**config.mk**
```make
export PLATFORM = sky130hd
export DESIGN_NAME = mcss_top
export DESIGN_NICKNAME = d
export VERILOG_FILES = /design/src/hw/mcss_pkg.sv /design/src/hw/mcss_sync.sv /design/src/hw/mcss_top.sv
export SDC_FILE = /design/constraint.sdc
export NUM_CORES = 1
export LEC_CHECK = 0
export ABC_AREA = 1
export BUFFER_PORTS_ARGS = -buffer_cell sky130_fd_sc_hd__buf_2
export CORE_ASPECT_RATIO = 1.25
export CORE_UTILIZATION = 52
export DETAILED_ROUTE_END_ITERATION = 12
export GPL_ROUTABILITY_DRIVEN = 0
export PLACE_DENSITY = 0.7
export SYNTH_ARGS = -nofsm -noshare
export SYNTH_HDL_FRONTEND = slang
export SYNTH_SLANG_ARGS = --single-unit
```
**constraint.sdc**
```tcl
create_clock -name pclk -period 5.25 [get_ports pclk]
set_clock_uncertainty 0.15 [all_clocks]
set_input_delay 0.2625 -clock pclk [delete_from_list [all_inputs] [get_ports pclk]]
set_output_delay 0.2625 -clock pclk [all_outputs]
set_load 0.1 [all_outputs]
```
**src/hw/mcss_pkg.sv**
```systemverilog
// Constants and types for the main contactor start/stop sequencer.
// Assumes a single 40 MHz pclk and an APB slave built into the top module.
//
// Overview of operation
// - Start runs the motor only with run enable high and inch low.
// - Start low ramps speed demand to zero at the stop ramp rate.
// - After a ramped stop the contactor opens at zero speed.
// - Coast stop low holds the contactor open and inhibits operation.
// - Coast stop falling while running opens contactor within 100 ms.
// - Coast stop high permits normal operation under other interlocks.
// - No start while any alarm is active.
// - After alarm drop-out, start must be off 50 ms then reapplied.
// - Run enable low during a stop opens the contactor at once.
// - Inch held with start low turns slowly; release ramps at inch rate.
package mcss_pkg;

  // ==========================================================================
  // Timing
  localparam int unsigned CLK_HZ = 40000000;
  localparam int unsigned COAST_STOP_INPUT_MS = 100;
  localparam int unsigned START_OFF_MS = 50;
  localparam int unsigned COAST_STOP_INPUT_SETUP_MS = 50;
  // Coast stop opens the contactor three cycles after it falls; 100 ms is far above that
  localparam int unsigned COAST_STOP_INPUT_MAX_CYC = CLK_HZ / 1000 * COAST_STOP_INPUT_MS;
  localparam int unsigned START_OFF_CYC = CLK_HZ / 1000 * START_OFF_MS;
  localparam int unsigned COAST_STOP_INPUT_SETUP_CYC = CLK_HZ / 1000 * COAST_STOP_INPUT_SETUP_MS;

  // ==========================================================================
  // Speed demand
  localparam int SPD_W = 16;
  localparam logic [15:0] SPD_RUN_RST = 16'hffff;
  localparam logic [15:0] SPD_INCH_RST = 16'h0800;
  localparam logic [15:0] STOP_STEP_RST = 16'h0001;
  localparam logic [15:0] INCH_STEP_RST = 16'h0001;
  localparam logic [15:0] ACC_STEP_RST = 16'h0001;

  // ==========================================================================
  // Register offsets (byte addresses)
  localparam logic [11:0] OFS_CTRL = 12'h000;
  localparam logic [11:0] OFS_STATUS = 12'h004;
  localparam logic [11:0] OFS_RUN_SPD = 12'h008;
  localparam logic [11:0] OFS_INCH_SPD = 12'h00c;
  localparam logic [11:0] OFS_STOP_STEP = 12'h010;
  localparam logic [11:0] OFS_INCH_STEP = 12'h014;
  localparam logic [11:0] OFS_ACC_STEP = 12'h018;
  localparam logic [11:0] OFS_DEMAND = 12'h01c;

  // Control register fields
  localparam int CTRL_ALARM_BIT = 0;
  localparam int CTRL_ACK_BIT = 1;

  // Status register fields
  localparam int ST_CONT_BIT = 0;
  localparam int ST_LOCK_BIT = 1;
  localparam int ST_STATE_LSB = 4;

  // Sequencer states
  typedef enum logic [2:0] {
    MCSS_IDLE, MCSS_RUN, MCSS_INCH, MCSS_STOP, MCSS_INCH_STOP
  } mcss_state_e;

endpackage

```
**src/hw/mcss_sync.sv**
```systemverilog
// Two-flip-flop synchroniser for a group of input levels.
// Assumes inputs are asynchronous to pclk.
`timescale 1ns/10ps
module mcss_sync #(
  parameter int W = 4
) (
  input wire logic pclk,
  input wire logic presetn,
  input wire logic [W-1:0] async_in,
  output logic [W-1:0] sync_out
);

  logic [W-1:0] meta_reg;

  // ==========================================================================
  // Two stages; first stage feeds only the second
  always_ff @(posedge pclk or negedge presetn) begin
    if (!presetn) begin
      meta_reg <= '0;
      sync_out <= '0;
    end else begin
      meta_reg <= async_in;
      sync_out <= meta_reg;
    end
  end

endmodule

```
**src/hw/mcss_top.sv**
```systemverilog
// Main contactor start/stop sequencer with APB register access.
// Assumes switch inputs are asynchronous; zero-speed and alarm inputs
// come from logic on pclk.
//
// Decided for this implementation: the register addresses and the APB slave port.
`timescale 1ns/10ps
module mcss_top
  import mcss_pkg::*;
#(
  parameter int unsigned OFF_CYC = START_OFF_CYC,
  parameter int unsigned SETUP_CYC = COAST_STOP_INPUT_SETUP_CYC
) (
  input wire logic pclk,
  input wire logic presetn,
  input wire logic psel,
  input wire logic penable,
  input wire logic pwrite,
  input wire logic [11:0] paddr,
  input wire logic [31:0] pwdata,
  output logic [31:0] prdata,
  output logic pready,
  output logic pslverr,
  input wire logic start_in,
  input wire logic run_enable_in,
  input wire logic inch_in,
  input wire logic coast_stop_input,
  input wire logic alarm_in,
  input wire logic zero_speed_in,
  output logic contactor_out,
  output logic drive_run,
  output logic [15:0] speed_demand
);

  logic start_s, run_s, inch_s, coast_stop_input_s;
  logic [3:0] sync_q;
  mcss_state_e state_reg, state_next;
  logic [15:0] run_spd_reg, inch_spd_reg;
  logic [15:0] stop_step_reg, inch_step_reg, acc_step_reg;
  logic sw_alarm_reg, lock_reg, start_d_reg;
  logic [31:0] off_cnt_reg, cst_cnt_reg;
  logic off_done, cst_ok, alarm, may_start, wr_en, rd_en;
  logic [15:0] target;

  // ==========================================================================
  // Input synchronisers
  mcss_sync #(.W(4)) u_sync (
    .pclk(pclk),
    .presetn(presetn),
    .async_in({start_in, run_enable_in, inch_in, coast_stop_input}),
    .sync_out(sync_q)
  );
  assign {start_s, run_s, inch_s, coast_stop_input_s} = sync_q;

  // ==========================================================================
  // Interlock timers
  // Time start has been low, saturating
  always_ff @(posedge pclk or negedge presetn) begin
    if (!presetn) begin
      off_cnt_reg <= '0;
    end else if (start_s) begin
      off_cnt_reg <= '0;
    end else if (!off_done) begin
      off_cnt_reg <= off_cnt_reg + 32'h1;
    end
  end
  assign off_done = (off_cnt_reg >= OFF_CYC);

  // Time coast stop has been high, saturating; guards against a start
  // that came too soon after coast stop rose
  always_ff @(posedge pclk or negedge presetn) begin
    if (!presetn) begin
      cst_cnt_reg <= '0;
    end else if (!coast_stop_input_s) begin
      cst_cnt_reg <= '0;
    end else if (!cst_ok) begin
      cst_cnt_reg <= cst_cnt_reg + 32'h1;
    end
  end
  assign cst_ok = (cst_cnt_reg >= SETUP_CYC);

  assign alarm = alarm_in | sw_alarm_reg;

  // Restart lockout after alarm drop-out
  always_ff @(posedge pclk or negedge presetn) begin
    if (!presetn) begin
      lock_reg <= 1'b0;
    end else if (alarm && state_reg != MCSS_IDLE) begin
      lock_reg <= 1'b1; // Set wins over release
    end else if (lock_reg && off_done) begin
      lock_reg <= 1'b0;
    end
  end

  // Start edge: start must be reapplied, not merely held
  always_ff @(posedge pclk or negedge presetn) begin
    if (!presetn) begin
      start_d_reg <= 1'b0;
    end else begin
      start_d_reg <= start_s;
    end
  end

  assign may_start = coast_stop_input_s && cst_ok && run_s && !alarm
                     && !lock_reg;

  // ==========================================================================
  // Sequencer
  always_comb begin
    state_next = state_reg;
    unique case (state_reg)
      MCSS_IDLE: begin
        if (may_start && start_s && !inch_s && !start_d_reg) begin
          state_next = MCSS_RUN;
        end else if (may_start && inch_s && !start_s) begin
          state_next = MCSS_INCH;
        end
      end
      MCSS_RUN: begin
        if (!start_s || !run_s || inch_s) begin
          state_next = MCSS_STOP;
        end
      end
      MCSS_INCH: begin
        if (!inch_s || start_s || !run_s) begin
          state_next = MCSS_INCH_STOP;
        end
      end
      MCSS_STOP, MCSS_INCH_STOP: begin
        if (speed_demand == 16'h0000 && zero_speed_in) begin
          state_next = MCSS_IDLE;
        end
      end
    endcase
    // Coast stop, alarm or run enable loss drop out at once
    if (!coast_stop_input_s || alarm || (!run_s && state_reg != MCSS_IDLE)) begin
      state_next = MCSS_IDLE;
    end
  end

  always_ff @(posedge pclk or negedge presetn) begin
    if (!presetn) begin
      state_reg <= MCSS_IDLE;
    end else begin
      state_reg <= state_next;
    end
  end

  // ==========================================================================
  // Speed demand ramp
  always_comb begin
    unique case (state_reg)
      MCSS_RUN: target = run_spd_reg;
      MCSS_INCH: target = inch_spd_reg;
      default: target = 16'h0000;
    endcase
  end

  always_ff @(posedge pclk or negedge presetn) begin
    if (!presetn) begin
      speed_demand <= '0;
    end else if (state_next == MCSS_IDLE) begin
      speed_demand <= '0; // Coast: demand removed with no ramp
    end else if (speed_demand < target) begin
      if (target - speed_demand > acc_step_reg) begin
        speed_demand <= speed_demand + acc_step_reg;
      end else begin
        speed_demand <= target;
      end
    end else if (speed_demand > target) begin
      if (state_reg == MCSS_INCH_STOP) begin
        if (speed_demand - target > inch_step_reg) begin
          speed_demand <= speed_demand - inch_step_reg;
        end else begin
          speed_demand <= target;
        end
      end else if (speed_demand - target > stop_step_reg) begin
        speed_demand <= speed_demand - stop_step_reg;
      end else begin
        speed_demand <= target;
      end
    end
  end

  // Contactor and run flag follow the sequencer state
  always_ff @(posedge pclk or negedge presetn) begin
    if (!presetn) begin
      contactor_out <= 1'b0;
      drive_run <= 1'b0;
    end else begin
      contactor_out <= (state_next != MCSS_IDLE);
      drive_run <= (state_next == MCSS_RUN || state_next == MCSS_INCH);
    end
  end

  // ==========================================================================
  // APB slave, zero wait states
  assign pready = 1'b1;
  assign wr_en = psel && penable && pwrite;
  assign rd_en = psel && !penable && !pwrite;
  assign pslverr = psel && penable && (paddr > OFS_DEMAND || paddr[1:0] != 2'b00);

  // Writable registers
  always_ff @(posedge pclk or negedge presetn) begin
    if (!presetn) begin
      sw_alarm_reg <= 1'b0;
      run_spd_reg <= SPD_RUN_RST;
      inch_spd_reg <= SPD_INCH_RST;
      stop_step_reg <= STOP_STEP_RST;
      inch_step_reg <= INCH_STEP_RST;
      acc_step_reg <= ACC_STEP_RST;
    end else if (wr_en) begin
      unique case (paddr)
        OFS_CTRL: sw_alarm_reg <= pwdata[CTRL_ALARM_BIT];
        OFS_RUN_SPD: run_spd_reg <= pwdata[15:0];
        OFS_INCH_SPD: inch_spd_reg <= pwdata[15:0];
        OFS_STOP_STEP: stop_step_reg <= pwdata[15:0];
        OFS_INCH_STEP: inch_step_reg <= pwdata[15:0];
        OFS_ACC_STEP: acc_step_reg <= pwdata[15:0];
        default: ;
      endcase
    end
  end

  // Read data captured in the setup cycle
  always_ff @(posedge pclk or negedge presetn) begin
    if (!presetn) begin
      prdata <= '0;
    end else if (rd_en) begin
      unique case (paddr)
        OFS_CTRL: prdata <= {31'h0, sw_alarm_reg};
        OFS_STATUS: prdata <= {25'h0, 3'(state_reg), 2'h0,
                               lock_reg, contactor_out};
        OFS_RUN_SPD: prdata <= {16'h0, run_spd_reg};
        OFS_INCH_SPD: prdata <= {16'h0, inch_spd_reg};
        OFS_STOP_STEP: prdata <= {16'h0, stop_step_reg};
        OFS_INCH_STEP: prdata <= {16'h0, inch_step_reg};
        OFS_ACC_STEP: prdata <= {16'h0, acc_step_reg};
        OFS_DEMAND: prdata <= {16'h0, speed_demand};
        default: prdata <= '0;
      endcase
    end
  end

endmodule

```
* Word level (Yosys, flattened, before mapping)
Cells that the tools add are included.
Word-level totals: output and inout bits 52, flip-flop bits (word level) 208
Cells by class: equal/unequal tests 15, magnitude comparators 8, muxes and demuxes 22, reduce and logical (&&, ||, !) cells 51, add/subtract/negate cells 7, bitwise logic cells 1
Operators with widths (number):
- $mux 32 | 4
- $pmux 16 s8 | 1
- $mux 16 | 7
- $add 32x1->32 const B | 2
- $ge 32x21->1 const B | 2
- $gt 16x16->1 | 4
- $sub 16x16->16 | 4
- $eq 12x5->1 const B | 4
- $pmux 16 s2 | 1
- $eq 12x4->1 const B | 2
- $logic_and 1x1->1 | 18
- $mux 3 | 6
- $add 16x16->16 | 1
- $logic_not 16->1 | 1
- $lt 16x16->1 | 1
- $eq 12x3->1 const B | 1
- $gt 12x5->1 const B | 1
- $logic_not 12->1 | 1
- $pmux 3 s4 | 1
- $reduce_and 2->1 | 6
- $eq 3x2->1 const B | 3
- $logic_not 1->1 | 9
- $reduce_bool 3->1 | 3
- $logic_or 1x1->1 | 8
- other kinds (9) | 13

* Logic depth before layout (Yosys ltp)
Gate-level depths: netlist of run 1.
word-level depth 13, gate-level depth with buffers 29, gate-level depth less buffers 28

* Cells and area by module
A second synthesis of run 1 with hierarchy kept.
Unflattened totals: cells, all modules 2122, area total of the unflattened synthesis 15078.2 sq um
By module, submodules not included:
- mcss_top | instances 1, area an instance 14878.0 sq um, cells an instance 2114, sequential area each 4629.4 sq um
- mcss_sync | instances 1, area an instance 200.2 sq um, cells an instance 8, sequential area each 200.2 sq um

* Worst setup path after synthesis of run 1
Ideal clock, no wire load.
path kind flip-flop to flip-flop, from register speed_demand[1], to register speed_demand[6], clock period less this slack 4.523 ns, cell stages (with the launch flop) 21, buffers on the path 1, setup slack 0.727 ns, data required time 5.031 ns, setup time 0.069 ns, arrival time 4.304 ns, path through dfrtp_1 -> inv_1 -> ha_1 -> nand2_1 -> o21ai_0 -> a21oi_1 -> o311ai_0 -> xnor2_1 -> inv_1 -> ha_1 -> nand2_1 -> nor4_1 -> nand2_1 -> nand2_1 -> nand2_1 -> buf_2 -> o21ai_0 -> nand2_1 -> a21oi_1 -> nand3_1 -> nand2_1
Between the ends: longest elaborated chain between the ends 7, elaborated cells between the ends (all ways) 24, those cells by class add/sub (5); order compare (5); mux (10); reduce/logical (4)
RTL lines:
- start, declared | line mcss_top.sv:31 | output logic [15:0] speed_demand
- start signal, assigned | line mcss_top.sv:165 | speed_demand <= speed_demand + acc_step_reg;
- start signal, assigned | line mcss_top.sv:167 | speed_demand <= target;
- start signal, assigned | line mcss_top.sv:172 | speed_demand <= speed_demand - inch_step_reg;
- $sub 16x16->16 or $logic_not 16->1 (tied branches) | line mcss_top.sv:171, mcss_top.sv:176, mcss_top.sv:129
- $gt 16x16->1, or another cell as far along | line mcss_top.sv:176 | end else if (speed_demand - target > stop_step_reg) begin
- $mux 16, or another cell as far along | line mcss_top.sv:176
- $mux 16 or $pmux 3 s4 (tied branches) | line mcss_top.sv:170, mcss_top.sv:110
- $mux 16 or $mux 3 (tied branches) | line mcss_top.sv:169, mcss_top.sv:135
- $mux 16 or $logic_not 3->1 (tied branches) | line mcss_top.sv:163, mcss_top.sv:161
- $mux 16 or $reduce_bool 3->1 (tied branches)
Parallel ways exist; a longest one is shown, timed or not. The select of a mux whose other input is x is not followed. A chain may end at the register's enable or synchronous reset.

* Worst setup path after layout of run 1
from register state_reg[2], to register speed_demand[4]
Between the ends: longest elaborated chain between the ends 9, elaborated cells between the ends (all ways) 33, those cells by class add/sub (2); order compare (5); eq/ne (4); mux (15); reduce/logical (7)
RTL lines:
- start, declared | line mcss_top.sv:36 | mcss_state_e state_reg, state_next;
- start signal, assigned | line mcss_top.sv:144 | state_reg <= state_next;
- $eq 3x2->1 or $eq 3x1->1 (tied branches) | line mcss_top.sv:110, mcss_top.sv:151
- $pmux 16 s2 | line mcss_top.sv:151 | unique case (state_reg)
- $sub 16x16->16 | line mcss_top.sv:171, mcss_top.sv:176
- $gt 16x16->1 (on tied branches) | line mcss_top.sv:176, mcss_top.sv:171
- $mux 16 (on tied branches) | line mcss_top.sv:176, mcss_top.sv:171
- $mux 16 | line mcss_top.sv:170 | if (state_reg == MCSS_INCH_STOP) begin
- $mux 16 | line mcss_top.sv:169 | end else if (speed_demand > target) begin
- $mux 16 | line mcss_top.sv:163 | end else if (speed_demand < target) begin
- $mux 16 | line mcss_top.sv:161 | end else if (state_next == MCSS_IDLE) begin
Parallel ways exist; a longest one is shown, timed or not. The select of a mux whose other input is x is not followed.

==> results of run 1 <==
-- final timing paths --
check,endpoint,cells after the start
setup / recovery,speed_demand[4],26
setup reg to reg,speed_demand[4],26
min in group asynchronous,prdata[15],2
hold / removal,run_spd_reg[4],3
hold reg to reg,u_sync.sync_out[0],0
max in group asynchronous,cst_cnt_reg[5],3
-- area by class of cell --
type / count / area, um2
inverters: 317 / 1200
clock inverters: 13 / 118
well taps: 355 / 444
repair buffers: 120 / 769
fillers: 2706 / 11900
flip-flops and latches: 192 / 4830
clock buffers: 19 / 433
multi-input cells: 1548 / 8740
-- where the power goes --
group / internal (mW) / switching [mW] / total [mW]
registers: 1.49 / 0.0100 / 1.50
logic: 0.0327 / 0.137 / 0.169
clock network: 0.625 / 0.611 / 1.24
-- metrics by stage --
stage,cell area [um2],cells
2_1_floorplan,15100,2131
3_3_place_gp,15800,2525
3_5_place_dp,15800,2525
4_1_cts,16400,2564
5_1_grt,16500,2564
6_report,16500,2564
-- cell usage after synthesis (all sizes together) (40+ instances only) --
cell,instances,area share
o21ai,172,0.058
o22ai,59,0.025
a21oi,131,0.044
nand4,48,0.021
dfrtp,172,0.29
xor2,43,0.025
ha,128,0.11
nand3,156,0.053
buf,40,0.018
nor2,129,0.033
nand2,518,0.13
inv,316,0.079
-- what timing repair did --
item,4_1_cts,5_1_grt
endpoints found under the setup margin,0,16
endpoints found under the hold margin,34,0
gates resized for setup,0,22
hold buffers,7,0
-- metal layers --
metal,vias to the layer above,GRT usage,routed length [um]
met4,0,0.295,4840
met3,209,0.0487,3580
met1,7039,0.402,19000
met5,-,0,0
met2,667,0.564,22500
li1,7129,-,-
-- worst max-delay path, stage by stage (launching register included) --
cell and delay [ns]:
dfrtp_1 0.42, inv_2 0.11, nand2_1 0.10, nor2_2 0.17
inv_4 0.15, o22ai_2 0.29, ha_2 0.39, a21o_1 0.22
o21bai_2 0.23, a21oi_4 0.21, inv_1 0.06, a21oi_1 0.23
xor2_1 0.18, inv_1 0.08, ha_1 0.28, nand2_1 0.08
nor4_2 0.28, buf_4 0.18, nand2_1 0.05, nand2_1 0.08
nand2_1 0.16, buf_4 0.21, o21ai_0 0.18, nand2_1 0.11
a21oi_1 0.13, nand3_1 0.09, nand2_1 0.08
-- logic make-up (layout without fill, tap and decap cells) --
| kind of cell | count (synthesis) | in the layout | synth area share |
|---|---|---|---|
| AO/OA/AOI/OAI | 420 | 420 | 0.158 |
| XOR/XNOR | 65 | 65 | 0.0379 |
| adder cells (fa/ha/maj) | 133 | 133 | 0.113 |
| buffers and inverters | 391 | 469 | 0.106 |
| flip-flops | 192 | 192 | 0.322 |
| other | 2 | 17 | 0.000500 |
| AND/OR/NAND/NOR | 913 | 913 | 0.263 |
==> metrics.md, run 1 <==
| Metric | Value |
|---|---|
| Status | finished, final reports clean |
| Vias in the first global route | roughly 14000 |
| Die boundary height | between 150 and 200 um |
| Worst EP required | 5.48 ns |
| Finished Core Util | 0.582 |
| Reg2Reg Setup Slack | about 0.30 ns |
| Post-synthesis cell count | 2116 |
| Clk pin slew, worst setup/hold paths | roughly 0.07 ns |
| Clock sink total | 192 |
| Initial core utilization | 0.529 |
| # port buffers | 73 |
| Total number of yosys warnings | 0 |
| Main synth FF type | dfrtp_1 |
| First-pass GRT wire length | about 77000 um |
| Number of setup buffers added after CTS | 0 |
| CTS tree | built |
| Cts bufs inserted | 17 |
| Sequential area share after synthesis | 0.322 |
| CP Launch Point | state_reg[2] |
| I/O pin total | ~110 |
| RR Startpoint | state_reg[2] |
| Worst-margin pin slew | approximately 1.2 ns |
| Max cap viols | 0 |
| DR vias/cell | approximately 5.9 |
| Hold Crit Start | pwdata[4] |
| Fin nets | 2384 |
| DIE AREA | 29600 um2 |
| Worst Setup Start Kind | register |
| Worst-Skew Late Latency | between 0.4 and 0.5 ns |
| Total power | 2.90 mW |
| Hold_ws | 0.000992 ns |
| Setup TNS | 0 ns |
| Worst Path Class, Setup | reg -> reg |
| CTS Buffer Depth | 2 |
| ANT nets after route | 0 |
| Largest net degree at the start of global routing | around 170 |
| Pwr dens | around 180 nW/um2 |
| VDD IR max | 0.246 mV |
| Crit path DAT | just over 5 ns |
| Fmax | 202 MHz |
| Share of layout cells above drive strength 1 | 0.0946 |
| Register bit count reported by yosys | 192 |
| Grt ovf | 0 |
| Die Span X | 154 um |
| Max-slew headroom | 0.207 |
| 1st-iter DRT viols | about 1600 |
| Leak pwr | approximately 8.5 nW |
| Initial antenna violation count | 0 |
| Rows | 69 |
| Aggregate global-route resource usage | 0.345 |
| Crit share post-route | 0.942 |
| Core area | about 28000 um2 |
| Crit path time final | between 4 and 5 ns |
| Critical path fanouts, max | 17 |
| Crit end category | register |
| Final hold viol count | 0 |
| Syn avg cell area | between 7 and 8 um2 |
| Routed via count | around 15000 |
| Setup WS post-layout | between 0.3 and 0.4 ns |
| Post-Syn Area | 15000 um2 |
| Antenna Cells | 0 |
| Syn-to-layout area delta | 10.1% |
| Post-DP HPWL | roughly 40000 um |
| DRC violations left | 0 |
| Final Max Slew Viols | 0 |
| Commonest non-fill, non-tap cell in the layout | nand2_1 |
| Fraction of registers with async set/reset | 1.00 |
| Placement Setup Slack | between 0.1 and 0.15 ns |
| EDFF count, synth | 0 |
| Worst Hold Class | in -> reg |
| Synth cell types | between 50 and 60 |
| Clock root cell | clkbuf_16 |
| # setup viols final | 0 |
| DR pass1 iterations | 6 |
| Most frequent cells in the layout | nand2_1 (514), inv_1 (307), dfrtp_1 (172) |
| DR WL/cell | a little under 20 um |
| Final WL | approximately 50000 um |
| H-tree levels | 4 |
No activity file was read; power rests on OpenSTA's default activity.
==> inputs of run 2 (changes only) <==
- GPL_TIMING_DRIVEN: unset -> 0
==> run 2 against run 1 <==
Critical path depth is 2 higher. Largest cell class unchanged. Core utilization grew 0.85 points. Routed wire length is essentially flat. Sequential power hardly changed. Register-to-register slack lost 0.12 ns. Global-route usage barely moved. Final cell count is 1.3% higher. Largest power group unchanged. Clock-buffer cell count did not move. Sequential cell count stayed put. Highest routed layer unchanged. Setup slack worse by 0.12 ns. Critical path type unchanged. Critical endpoint is now speed_demand[8]. First-iteration DRC count shrank 16%.
==> metrics.md, run 2 (synthesized netlist as in run 1, its figures left out) <==
| Metric | Value |
|---|---|
| Reg2Reg Setup Slack | 0.19 ns (-0.12 ns) |
| Critical path fanouts, max | 10 (-7) |
| Post-DP HPWL | 39700 um (+1.8%) |
| DR vias/cell | 5.81 (-1.1%) |
| Hold_ws | 0.00709 ns (+0.00610 ns) |
| Fin nets | 2419 (+1.5%) |
| Slowest cell on the critical path | dfrtp_1 |
| RSZ-0062 raised after global routing | yes |
| First-pass GRT wire length | 76800 um (-0.15%) |
| Largest net degree at the start of global routing | 105 (-36%) |
| Hold path cells | 3 (unchanged) |
| WHS Endpoint | run_spd_reg[1] |
| Clock sink total | 192 (unchanged) |
| Cts bufs inserted | 17 (unchanged) |
| DIE AREA | 29600 um2 (unchanged) |
| Most frequent CP cell | nand2_1 |
| Core area | 28400 um2 (unchanged) |
| Vias in the first global route | 14400 (+2.4%) |
| Syn-to-layout area delta | 11.7% |
| Final hold viol count | 0 (unchanged) |
| Cell depth of the worst flop-to-flop path | 28 (+7.7%) |
| Reg2reg end | speed_demand[8] |
| Most frequent cells in the layout | nand2_1 (514), inv_1 (307), dfrtp_1 (172) |
| Clk pin slew, worst setup/hold paths | 0.08 ns (about the same) |
| 1st-iter DRT viols | 1354 (-16%) |
| Final instance area | 16800 um2 (+1.5%) |
| Die Span X | 154 um (unchanged) |
| RR Startpoint | state_reg[2] |
| Hold Crit Start | pwdata[1] |
| DR pass1 iterations | 5 (-1) |
| Final WL | 49900 um (about the same) |
| Worst-Skew Late Latency | 0.45 ns (about the same) |
| # setup viols final | 0 (unchanged) |
| Fill count | 2724 (+0.67%) |
| WP buf/inv | 6 (unchanged) |
| # placed instances | 2560 (+1.4%) |
| Worst Hold Class | in -> reg |
| Share of layout cells above drive strength 1 | 0.0999 (+0.00525) |
| Total power | 2.96 mW (+2.0%) |
| DRC violations left | 0 (unchanged) |
| Commonest non-fill, non-tap cell in the layout | nand2_1 |
| Crit path DAT | 5.30 ns (+0.13 ns) |
| Register area | 4830 um2 (unchanged) |
| Worst EP required | 5.49 ns (about the same) |
| Initial core utilization | 0.529 (unchanged) |
| Clock root cell | clkbuf_16 |
| Non-filler instance count after layout | 2598 (+1.3%) |
| Fmax | 198 MHz (-2.3%) |
| Max-slew headroom | 0.434 (+0.227) |
| Rows | 69 (unchanged) |
| Status | finished, final reports clean |
| CTS Buffer Depth | 2 (unchanged) |
| Max cap viols | 0 (unchanged) |
| Antenna Cells | 0 (unchanged) |
| Die boundary height | 192 um (unchanged) |
| I/O pin total | 107 (unchanged) |
| Worst Path Class, Setup | reg -> reg |
| Worst-margin pin slew | 0.849 ns (-0.338 ns) |
| Placed standard-cell area | 15900 um2 (+0.66%) |
| Leak pwr | 8.61 nW (+0.76%) |
| Finished Core Util | 0.591 (+0.00850) |
| Crit end category | register |
| Final Max Slew Viols | 0 (unchanged) |
| Routed via count | 15100 (+0.25%) |
| Aggregate global-route resource usage | 0.344 (-0.000391) |
| CTS tree | built |
| Worst path max stage delay | 0.43 ns (about the same) |
| H-tree levels | 4 (unchanged) |
| Crit path time final | 5.06 ns (+0.115 ns) |
| Initial antenna violation count | 0 (unchanged) |
| Footprint of the multi-input gates | 8850 um2 (+1.2%) |
| Grt ovf | 0 (unchanged) |
| Crit share post-route | 0.964 (+0.0219) |
| ANT nets after route | 0 (unchanged) |
| DR WL/cell | 19.2 um (-1.3%) |
| Pwr dens | 177 nW/um2 (+0.58%) |
| # port buffers | 73 (unchanged) |
| VDD IR max | 0.315 mV (+28%) |
| Top Family by Delay on Critical Path | simple AND/OR/NAND/NOR gates |
| Worst Setup Start Kind | register |
-- run 2: cell count changes in the layout (fill, tap and decap cells not counted), sizes merged --
cell         previous run  this run
clkbuf                 20        53
inv                   324       317
clkinv                  3         7
buf                   112       115
bufinv                  0         2
dlygate4sd3             7         6
-- run 2: power breakdown --
part / switching [mW] / total (mW) / internal, mW
registers: 0.00513 / 1.49 / 1.49
clock network: 0.580 / 1.28 / 0.702
logic: 0.145 / 0.186 / 0.0415
total: 0.730 / 2.96 / 2.23
-- run 2: what timing repair did --
action                                  in CTS  in global routing
hold buffers                                 6                  0
resized for setup                            9                 40
setup buffers                                0                  1
pin swaps                                    0                  1
endpoints found under the setup margin      16                 16
hold endpoints to repair                    98                  0
-- run 2: cell type report --
| type | count | area share |
|---|---|---|
| Sequential cell | 192 | 0.288 |
| Tap cell | 355 | 0.0265 |
| Multi-Input combinational cell | 1548 | 0.527 |
| Clock inverter | 12 | 0.00828 |
| Buffer | 74 | 0.0250 |
| Timing Repair Buffer | 81 | 0.0280 |
| Clock buffer | 19 | 0.0258 |
| Inverter | 317 | 0.0712 |
-- run 2: how the worst max path moves through the flow --
stage | start | endpoint | slack [ns] | cells past startpoint
floorplan | speed_demand[1] | speed_demand[6] | 0.73 | 20
global placement | state_reg[2] | speed_demand[8] | -0.25 | 28
detailed placement | state_reg[2] | speed_demand[8] | -0.28 | 26
CTS | state_reg[2] | speed_demand[6] | 0.06 | 25
global route | state_reg[2] | speed_demand[6] | -0.02 | 27
finish | state_reg[2] | speed_demand[8] | 0.19 | 28
-- run 2: worst min-delay path, stage by stage --
cell	delay, ns
buf_2	0.10
inv_1	0.12
o21ai_0	0.12
-- run 2: routing by layer --
layer	global-route usage	wire (um)	vias up
li1	-	-	7213
met1	0.389	18800	6894
met2	0.558	22300	721
met3	0.0557	3680	254
met4	0.327	5220	0
met5	0	0	-
-- run 2: through the flow --
stage / worst slack (ns) / TNS, ns
floorplan: 0.727 / 0
global placement: -0.253 / -2.62
detailed placement: -0.277 / -3.13
CTS: 0.0586 / 0
global route: -0.0206 / -0.0239
finish: 0.189 / 0
